<file path="config.mk">
export PLATFORM = sky130hd
export DESIGN_NAME = dpoc_top
export DESIGN_NICKNAME = d
export VERILOG_FILES = /design/src/verilog/dpoc_pkg.sv /design/src/verilog/dpoc_top.sv
export VERILOG_INCLUDE_DIRS = /design/src /design/src/verilog
export SDC_FILE = /design/constraint.sdc
export NUM_CORES = 2
export LEC_CHECK = 0
export BUFFER_PORTS_ARGS = -buffer_cell sky130_fd_sc_hd__buf_2
export CAP_MARGIN = 20
export CORE_MARGIN = 4
export CORE_UTILIZATION = 55
export CTS_BUF_LIST = sky130_fd_sc_hd__clkbuf_4
export CTS_CLUSTER_DIAMETER = 120
export DETAILED_ROUTE_END_ITERATION = 8
export PLACE_DENSITY = 0.73
export SKIP_CTS_REPAIR_TIMING = 1
export SYNTH_ARGS = -nofsm -noshare
export SYNTH_HDL_FRONTEND = slang
export SYNTH_SLANG_ARGS = --single-unit
</file>
<file path="constraint.sdc">
create_clock -name clk -period 12.3 [get_ports clk]
set_input_delay 0 -clock clk [delete_from_list [all_inputs] [get_ports clk]]
set_output_delay 0 -clock clk [all_outputs]
set_load 0.02 [all_outputs]
</file>
<file path="src/verilog/dpoc_params.svh">
`ifndef DPOC_PARAMS_SVH
`define DPOC_PARAMS_SVH

// ==========================================================
// Timing
`define DPOC_CLK_NS 5
`define DPOC_TICK_NS 10000000
`define DPOC_MEM_STEP_TICKS 4'ha

// ==========================================================
// Measurement scaling
`define DPOC_I_RATED 16'h0100
`define DPOC_I_SAT 16'h3200
`define DPOC_U_1PCT 16'h0064
`define DPOC_U_MIN 16'h00c8
`define DPOC_SECTOR 10'h058

// ==========================================================
// Register map
`define DPOC_CTRL 8'h00
`define DPOC_STATUS 8'h04
`define DPOC_IRQ_STAT 8'h08
`define DPOC_IRQ_MASK 8'h0c
`define DPOC_STG_BASE 8'h10
`define DPOC_CFG_THR_LSB 0
`define DPOC_CFG_BASE_LSB 16
`define DPOC_CFG_MODE_LSB 25
`define DPOC_CFG_INV_BIT 27
`define DPOC_DEPTH_RST 6'h0a
`define DPOC_THR_RST 16'h0100
`define DPOC_DLY_RST 16'h0004

`endif

</file>
<file path="src/verilog/dpoc_pkg.sv">
package dpoc_pkg;
	typedef enum logic [1:0] {
		DPOC_DIR,
		DPOC_NONDIR,
		DPOC_DIRBACK
	} dpoc_mode_t;

	typedef struct packed {
		logic [2:0][15:0] i_mag;
		logic [2:0][8:0] i_ang;
		logic [8:0] i1_ang;
		logic [8:0] u1_ang;
		logic [2:0][15:0] ull_mag;
		logic [2:0][8:0] healthy_ang;
		logic ln_fault;
		logic [1:0] fault_ph;
	} dpoc_meas_t;

	typedef struct packed {
		logic [15:0] thr;
		logic [8:0] base;
		dpoc_mode_t mode;
		logic inv;
		logic [15:0] delay;
	} dpoc_stage_cfg_t;
endpackage

</file>
<file path="src/verilog/dpoc_top.sv">
// Added by the designer: the address map and the plain strobed port.
`timescale 1ns/100ps
`default_nettype none
`include "dpoc_params.svh"

module dpoc_top #(
	parameter int TICK_CYCLES = `DPOC_TICK_NS / `DPOC_CLK_NS
) (
	input wire logic clk,
	input wire logic nrst,
	input wire dpoc_pkg::dpoc_meas_t meas,
	input wire logic [7:0] addr,
	input wire logic [31:0] wdata,
	input wire logic wr,
	input wire logic rd,
	output logic [31:0] rdata,
	output logic [3:0] start,
	output logic [3:0] trip,
	output logic mem_active,
	output logic irq
);

	// ==========================================================
	// Helpers
	function automatic logic signed [9:0] ang_wrap(input logic signed [10:0] a);
		logic signed [10:0] r;
		r = a;
		if (r > 11'sd179) begin
			r = r - 11'sd360;
		end else if (r < -11'sd180) begin
			r = r + 11'sd360;
		end
		return r[9:0];
	endfunction

	function automatic logic in_sector(input logic signed [9:0] a);
		logic signed [9:0] lim;
		lim = `DPOC_SECTOR;
		return (a <= lim) && (a >= -lim);
	endfunction

	// ==========================================================
	// Time base
	logic [31:0] div_cnt;
	logic [3:0] mem_sub;
	wire tick = (div_cnt == 32'(TICK_CYCLES - 1));
	wire mem_tick = tick && (mem_sub == `DPOC_MEM_STEP_TICKS - 4'h1);

	always_ff @(posedge clk or negedge nrst) begin
		if (!nrst) begin
			div_cnt <= 32'h0;
			mem_sub <= 4'h0;
		end else begin
			div_cnt <= tick ? 32'h0 : div_cnt + 32'h1;
			if (tick) begin
				mem_sub <= mem_tick ? 4'h0 : mem_sub + 4'h1;
			end
		end
	end

	// ==========================================================
	// Registers
	logic [5:0] depth;
	logic [7:0] irq_stat;
	logic [7:0] irq_mask;
	dpoc_pkg::dpoc_stage_cfg_t cfg [0:3];

	wire wr_ctrl = wr && (addr == `DPOC_CTRL);
	wire wr_stat = wr && (addr == `DPOC_IRQ_STAT);
	wire wr_mask = wr && (addr == `DPOC_IRQ_MASK);
	// Depth writes outside the supported range are clamped rather than ignored, so
	// software always reads back the depth in force.
	wire [5:0] depth_wr = (wdata[5:0] < 6'h02) ? 6'h02 : (wdata[5:0] > 6'h20) ? 6'h20 : wdata[5:0];

	always_ff @(posedge clk or negedge nrst) begin
		if (!nrst) begin
			depth <= `DPOC_DEPTH_RST;
			irq_mask <= 8'h00;
		end else begin
			if (wr_ctrl) begin
				depth <= depth_wr;
			end
			if (wr_mask) begin
				irq_mask <= wdata[7:0];
			end
		end
	end

	// ==========================================================
	// Measurement front end
	wire [15:0] i01 = (meas.i_mag[0] > meas.i_mag[1]) ? meas.i_mag[0] : meas.i_mag[1];
	wire [15:0] imax = (i01 > meas.i_mag[2]) ? i01 : meas.i_mag[2];
	wire [15:0] imax_sat = (imax > `DPOC_I_SAT) ? `DPOC_I_SAT : imax;
	wire [2:0] ull_low;
	wire [2:0] ull_ok;
	genvar k;
	for (k = 0; k < 3; k++) begin : g_ull
		assign ull_low[k] = meas.ull_mag[k] < `DPOC_U_1PCT;
		assign ull_ok[k] = meas.ull_mag[k] >= `DPOC_U_MIN;
	end
	wire collapsed = &ull_low;
	wire u_ok = |ull_ok;
	wire [1:0] ph = (meas.fault_ph == 2'h3) ? 2'h0 : meas.fault_ph;
	wire [8:0] cur_ang = meas.ln_fault ? meas.i_ang[ph] : meas.i1_ang;
	wire [8:0] live_ref = meas.ln_fault ? meas.healthy_ang[ph] : meas.u1_ang;

	// ==========================================================
	// Voltage memory
	// The history freezes while voltages are collapsed, so the entry read back
	// is always the one written depth-1 memory steps before the last write ahead of the collapse.
	logic [8:0] mem [0:31];
	logic [4:0] wr_ptr;
	logic [5:0] hold_cnt;
	logic [5:0] fill_cnt;
	wire [4:0] rd_ptr = wr_ptr - depth[4:0];
	wire [8:0] mem_ang = mem[rd_ptr];
	// Until depth entries are recorded after reset the history holds no valid angle,
	// so a collapse that early loses the direction at once.
	wire mem_ready = fill_cnt >= depth;
	wire mem_expired = !mem_ready || (hold_cnt >= depth);

	always_ff @(posedge clk) begin
		if (mem_tick && !collapsed) begin
			mem[wr_ptr] <= meas.u1_ang;
		end
	end

	always_ff @(posedge clk or negedge nrst) begin
		if (!nrst) begin
			wr_ptr <= 5'h00;
			hold_cnt <= 6'h00;
			fill_cnt <= 6'h00;
		end else begin
			if (mem_tick && !collapsed) begin
				wr_ptr <= wr_ptr + 5'h01;
				fill_cnt <= (fill_cnt == 6'h20) ? fill_cnt : fill_cnt + 6'h01;
			end
			// The hold count stops at the depth, so expiry stays until voltages return.
			if (!collapsed) begin
				hold_cnt <= 6'h00;
			end else if (mem_tick && !mem_expired) begin
				hold_cnt <= hold_cnt + 6'h01;
			end
		end
	end

	wire [8:0] ref_ang = collapsed ? mem_ang : live_ref;
	wire dir_valid = collapsed ? !mem_expired : u_ok;
	// Fault angle
	wire signed [9:0] fault_ang = ang_wrap(11'(signed'(cur_ang)) - 11'(signed'(ref_ang)));

	// ==========================================================
	// Stages
	wire [3:0] cond;
	wire [3:0] over;
	wire [3:0] sect;
	wire [3:0] elapsed;
	logic [15:0] dt_cnt [0:3];
	logic [31:0] inv_acc [0:3];

	for (k = 0; k < 4; k++) begin : g_stg
		wire [15:0] excess = imax_sat - cfg[k].thr;
		wire signed [9:0] rel = ang_wrap(11'(fault_ang) - 11'(signed'(cfg[k].base)));
		wire nondir = cfg[k].mode == dpoc_pkg::DPOC_NONDIR;
		wire backup = (cfg[k].mode == dpoc_pkg::DPOC_DIRBACK) && collapsed && mem_expired;
		wire cfg_hit = wr && (addr == 8'(`DPOC_STG_BASE + 8 * k));
		wire dly_hit = wr && (addr == 8'(`DPOC_STG_BASE + 8 * k + 4));
		assign over[k] = imax_sat > cfg[k].thr;
		assign sect[k] = in_sector(rel);
		assign cond[k] = over[k] && (nondir || backup || (dir_valid && sect[k]));
		// Delay select
		// Trip is taken when the count reaches the delay, so a zero delay trips at once.
		assign elapsed[k] = cfg[k].inv ? (inv_acc[k][31:8] >= 24'(cfg[k].delay)) :
			(dt_cnt[k] >= cfg[k].delay);

		always_ff @(posedge clk or negedge nrst) begin
			if (!nrst) begin
				cfg[k] <= '{`DPOC_THR_RST, 9'h000, dpoc_pkg::DPOC_DIR, 1'b0, `DPOC_DLY_RST};
			end else if (cfg_hit) begin
				cfg[k].thr <= wdata[`DPOC_CFG_BASE_LSB-1:`DPOC_CFG_THR_LSB];
				cfg[k].base <= wdata[`DPOC_CFG_BASE_LSB+8:`DPOC_CFG_BASE_LSB];
				cfg[k].mode <= dpoc_pkg::dpoc_mode_t'(wdata[`DPOC_CFG_MODE_LSB+1:`DPOC_CFG_MODE_LSB]);
				cfg[k].inv <= (k < 2) && wdata[`DPOC_CFG_INV_BIT];
			end else if (dly_hit) begin
				cfg[k].delay <= wdata[15:0];
			end
		end

		always_ff @(posedge clk or negedge nrst) begin
			if (!nrst) begin
				dt_cnt[k] <= 16'h0000;
				inv_acc[k] <= 32'h0;
			end else if (!cond[k]) begin
				dt_cnt[k] <= 16'h0000;
				inv_acc[k] <= 32'h0;
			end else if (tick) begin
				// Both timers saturate instead of wrapping, so a long start keeps its trip.
				dt_cnt[k] <= (&dt_cnt[k]) ? dt_cnt[k] : dt_cnt[k] + 16'h0001;
				inv_acc[k] <= (&inv_acc[k][31:24]) ? inv_acc[k] : inv_acc[k] + 32'(excess);
			end
		end
	end

	wire [3:0] next_trip = cond & elapsed;
	wire [7:0] events = {next_trip & ~trip, cond & ~start};
	wire [7:0] next_irq_stat = (irq_stat & ~(wr_stat ? wdata[7:0] : 8'h00)) | events;
	wire [7:0] next_irq_mask = wr_mask ? wdata[7:0] : irq_mask;

	always_ff @(posedge clk or negedge nrst) begin
		if (!nrst) begin
			start <= 4'h0;
			trip <= 4'h0;
			mem_active <= 1'b0;
			irq_stat <= 8'h00;
			irq <= 1'b0;
		end else begin
			start <= cond;
			trip <= next_trip;
			mem_active <= collapsed && !mem_expired;
			irq_stat <= next_irq_stat;
			irq <= |(next_irq_stat & next_irq_mask);
		end
	end

	// ==========================================================
	// Read back
	// Unmapped addresses read as zero, and rdata falls back to zero after each read.
	wire [7:0] stg_off = addr - `DPOC_STG_BASE;
	wire [1:0] stg_sel = stg_off[4:3];
	wire [31:0] stg_word = stg_off[2] ? {16'h0000, cfg[stg_sel].delay} :
		{4'h0, cfg[stg_sel].inv, cfg[stg_sel].mode, cfg[stg_sel].base, cfg[stg_sel].thr};
	wire [31:0] rd_word =
		(addr == `DPOC_CTRL) ? {26'h0, depth} :
		(addr == `DPOC_STATUS) ? {22'h0, mem_expired, mem_active, trip, start} :
		(addr == `DPOC_IRQ_STAT) ? {24'h0, irq_stat} :
		(addr == `DPOC_IRQ_MASK) ? {24'h0, irq_mask} :
		(stg_off < 8'h20 && addr[1:0] == 2'h0) ? stg_word : 32'h0;

	always_ff @(posedge clk or negedge nrst) begin
		if (!nrst) begin
			rdata <= 32'h0;
		end else begin
			rdata <= rd ? rd_word : 32'h0;
		end
	end
endmodule

`default_nettype wire

</file>
==> metrics <==
Placed Area 0.0450 mm2; Core ar. 0.0763 mm2; Synth area leader dfrtp_1; crit path DAT roughly 12 ns; synthesis-stage register bit count 703; vias in the first global route 31800; peak supply drop roughly 0.12 mV; final instance area 0.0484 mm2; vias ~33000; IO Count 257; failing checks negative hold slack; Clock transition at path regs 0.06 ns; GP Congestion 0.917; antenna violations before repair 3; # DRC 0; RSZ-0062 raised after global routing no; max_cap viols 0; Clock Tree Buf Depth 3; Antenna Nets Post-Route 0; Critical-path top delay cell fa_4; initial core utilization 55.7%; Initial DRT Pass Iterations 5; routed wire length ~110000 um; HP Class primary input to register; die area 0.0818 mm2; FMAX 91.2 MHz; WS Path Type register to register; Filler cells 6194; pre-CTS WS 1.42 ns; Synth Flop Type dfrtp_1; Worst Clk Skew 0.0801 ns; Fin Setup TNS 0 ns; crit-path max cell delay 1.17 ns; synthesized area 0.0425 mm2; routed length per instance 20.3 um; Final setup viols 0; Area Growth Syn to Fin 13.8%; sw frac around 40%; Bufs and invs on worst path 2; largest net degree at the start of global routing 167; fin crit period around 11 ns; total CTS buffers roughly 180; CP Launch Type register; Total GRT Usage a little over a quarter; count of cell types in the netlist 101; Internal 4.79 mW; Comb pwr share a little over two fifths; Clock Sink Count around 700; register share of total power 32.5%; Post-synth EDFFs 288; Die Y 286 um; Synth area leaders dfrtp_1 24%, edfxtp_1 20%, ha_1 9.6%, mux4_2 7.0%, nor2_1 3.1%; count of port buffers added during placement 242; Async S/R FF share, synth 59.0%; Min Hold Slack -0.00782 ns; top-area cell type share of the netlist area 23.8%; Die X ~290 um; later-pin clock latency in the skew report 1.09 ns; Relative slew margins 26.7%; CTS Root Cell clkbuf_4; Rows between 100 and 150; Final Slew Violations 0; Tcrit/Tclk final a little under 90%; CP Capture Type register; Final Hold Vio Count 1; Synth warnings 0; H-Tree Depth 4; CP dominant cell by count o21ai_0; switching power 3.08 mW; Vias per Instance 5.90; Final WS setup 1.33 ns; Post-Syn Instances roughly 3900; nets@finish roughly 5000; dominant cell by count in the synthesized netlist dfrtp_1; sequential area share after synthesis 44.8%; first-pass GRT wire length 175000 um; gr ovfl total 0; CTS tree built; initial drt markers approximately 2600; delay-heaviest family, CP compound AO/OA/AOI/OAI gates; LEAKAGE 21.0 nW; Tot Pwr 7.87 mW; share of layout cells above drive strength 1 about 19%; Power Density ~160 mW/mm2; worst slew pin tran 1.10 ns; worst-path fanout max 37; Detailed Place HPWL 81600 um; status finished with violations; Post-synth top cells 405 x dfrtp_1, 349 x nor2_1, 326 x ha_1; Avg Cell Area, Syn 10.8 um2; WP data required 13.24 ns; clock share of power 25.4%
==> final cells by class <==
type	count	area (um2)	area share (%)
Antenna cell	6	15.0	0.0310
Clock buffer	253	1900	3.92
Clock inverter	69	383	0.791
Inverter	304	1140	2.36
Multi-Input combinational cell	2825	22000	45.4
Sequential cell	703	19000	39.4
Tap cell	1030	1290	2.66
Timing Repair Buffer	391	2660	5.50
==> worst min-delay path, cell delays in order <==
cell and delay (ns):
dlygate4sd3_1 0.55, buf_2 0.28, nand3b_1 0.14, o21ai_0 0.09
==> stage by stage <==
stage	util [%]	std cells
2_1_floorplan	-	3958
3_3_place_gp	59.0	5146
3_5_place_dp	59.0	5146
4_1_cts	62.0	5468
5_1_grt	63.4	5578
6_report	63.4	5581
==> sequential cells by signal (all words and copies together) (netlist names) <==
| register | cells |
|---|---|
| start | 4 |
| irq | 1 |
| mem_active | 1 |
| hold_cnt | 6 |
| inv_acc | 64 |
| div_cnt | 32 |
| irq_mask | 8 |
| mem_sub | 4 |
| dt_cnt | 64 |
| mem | 288 |
| cfg | 174 |
| trip | 4 |
| rdata | 28 |
| fill_cnt | 6 |
| wr_ptr | 5 |
| depth | 6 |
| irq_stat | 8 |
==> cells in the final DEF (no fill, tap or decap), drive strengths merged, types with 133 or more instances in the layout <==
cell	synthesis	final
a21oi	178	178
buf	33	285
clkbuf	93	253
dfrtp	405	405
edfxtp	288	288
ha	326	326
inv	304	312
mux4	133	133
nand2	304	304
nor2	350	350
o21ai	249	249
==> metal layers <==
layer	up-vias	routed length (um)	GRT usage (%)
li1	15500	-	-
met2	1177	52100	42.0
met4	2	4140	10.8
met5	-	13	0
met3	260	7920	4.73
met1	16000	49100	38.1
==> final timing paths <==
kind,startpoint,to,slack (ns),depth (start not counted)
max reg2reg,depth[0],inv_acc[122],1.33,34
min in group asynchronous,nrst,cfg[46],0.58,4
min reg2reg,div_cnt[4],div_cnt[4],0.48,1
max in group asynchronous,nrst,inv_acc[72],9.95,6
min,wdata[3],depth[3],-0.008,4
max,depth[0],inv_acc[122],1.33,34
==> kinds of logic (layout without fill, tap and decap cells) <==
logic type	after synthesis	after routing	share of synthesized area [%]
compound gates	812	812	12.5
xor+xnor	218	218	4.54
fa+ha+maj	336	336	10.1
buf+inv	430	1017	3.87
flops	703	703	44.8
mux	311	311	11.6
other cells	1	18	0.00882
simple gates	1136	1136	12.7
==> power by group through the flow <==
stage / clock [mW] / combinational (mW) / sequential [mW]
global placement: 0 / 3.16 / 2.60
CTS: 2.04 / 3.23 / 2.56
global route: 2.17 / 3.69 / 2.56
detailed placement: 0 / 3.21 / 2.60
finish: 2.00 / 3.31 / 2.56
floorplan: 0 / 2.45 / 2.59
Note: power is estimated with default switching activity, not from simulation.
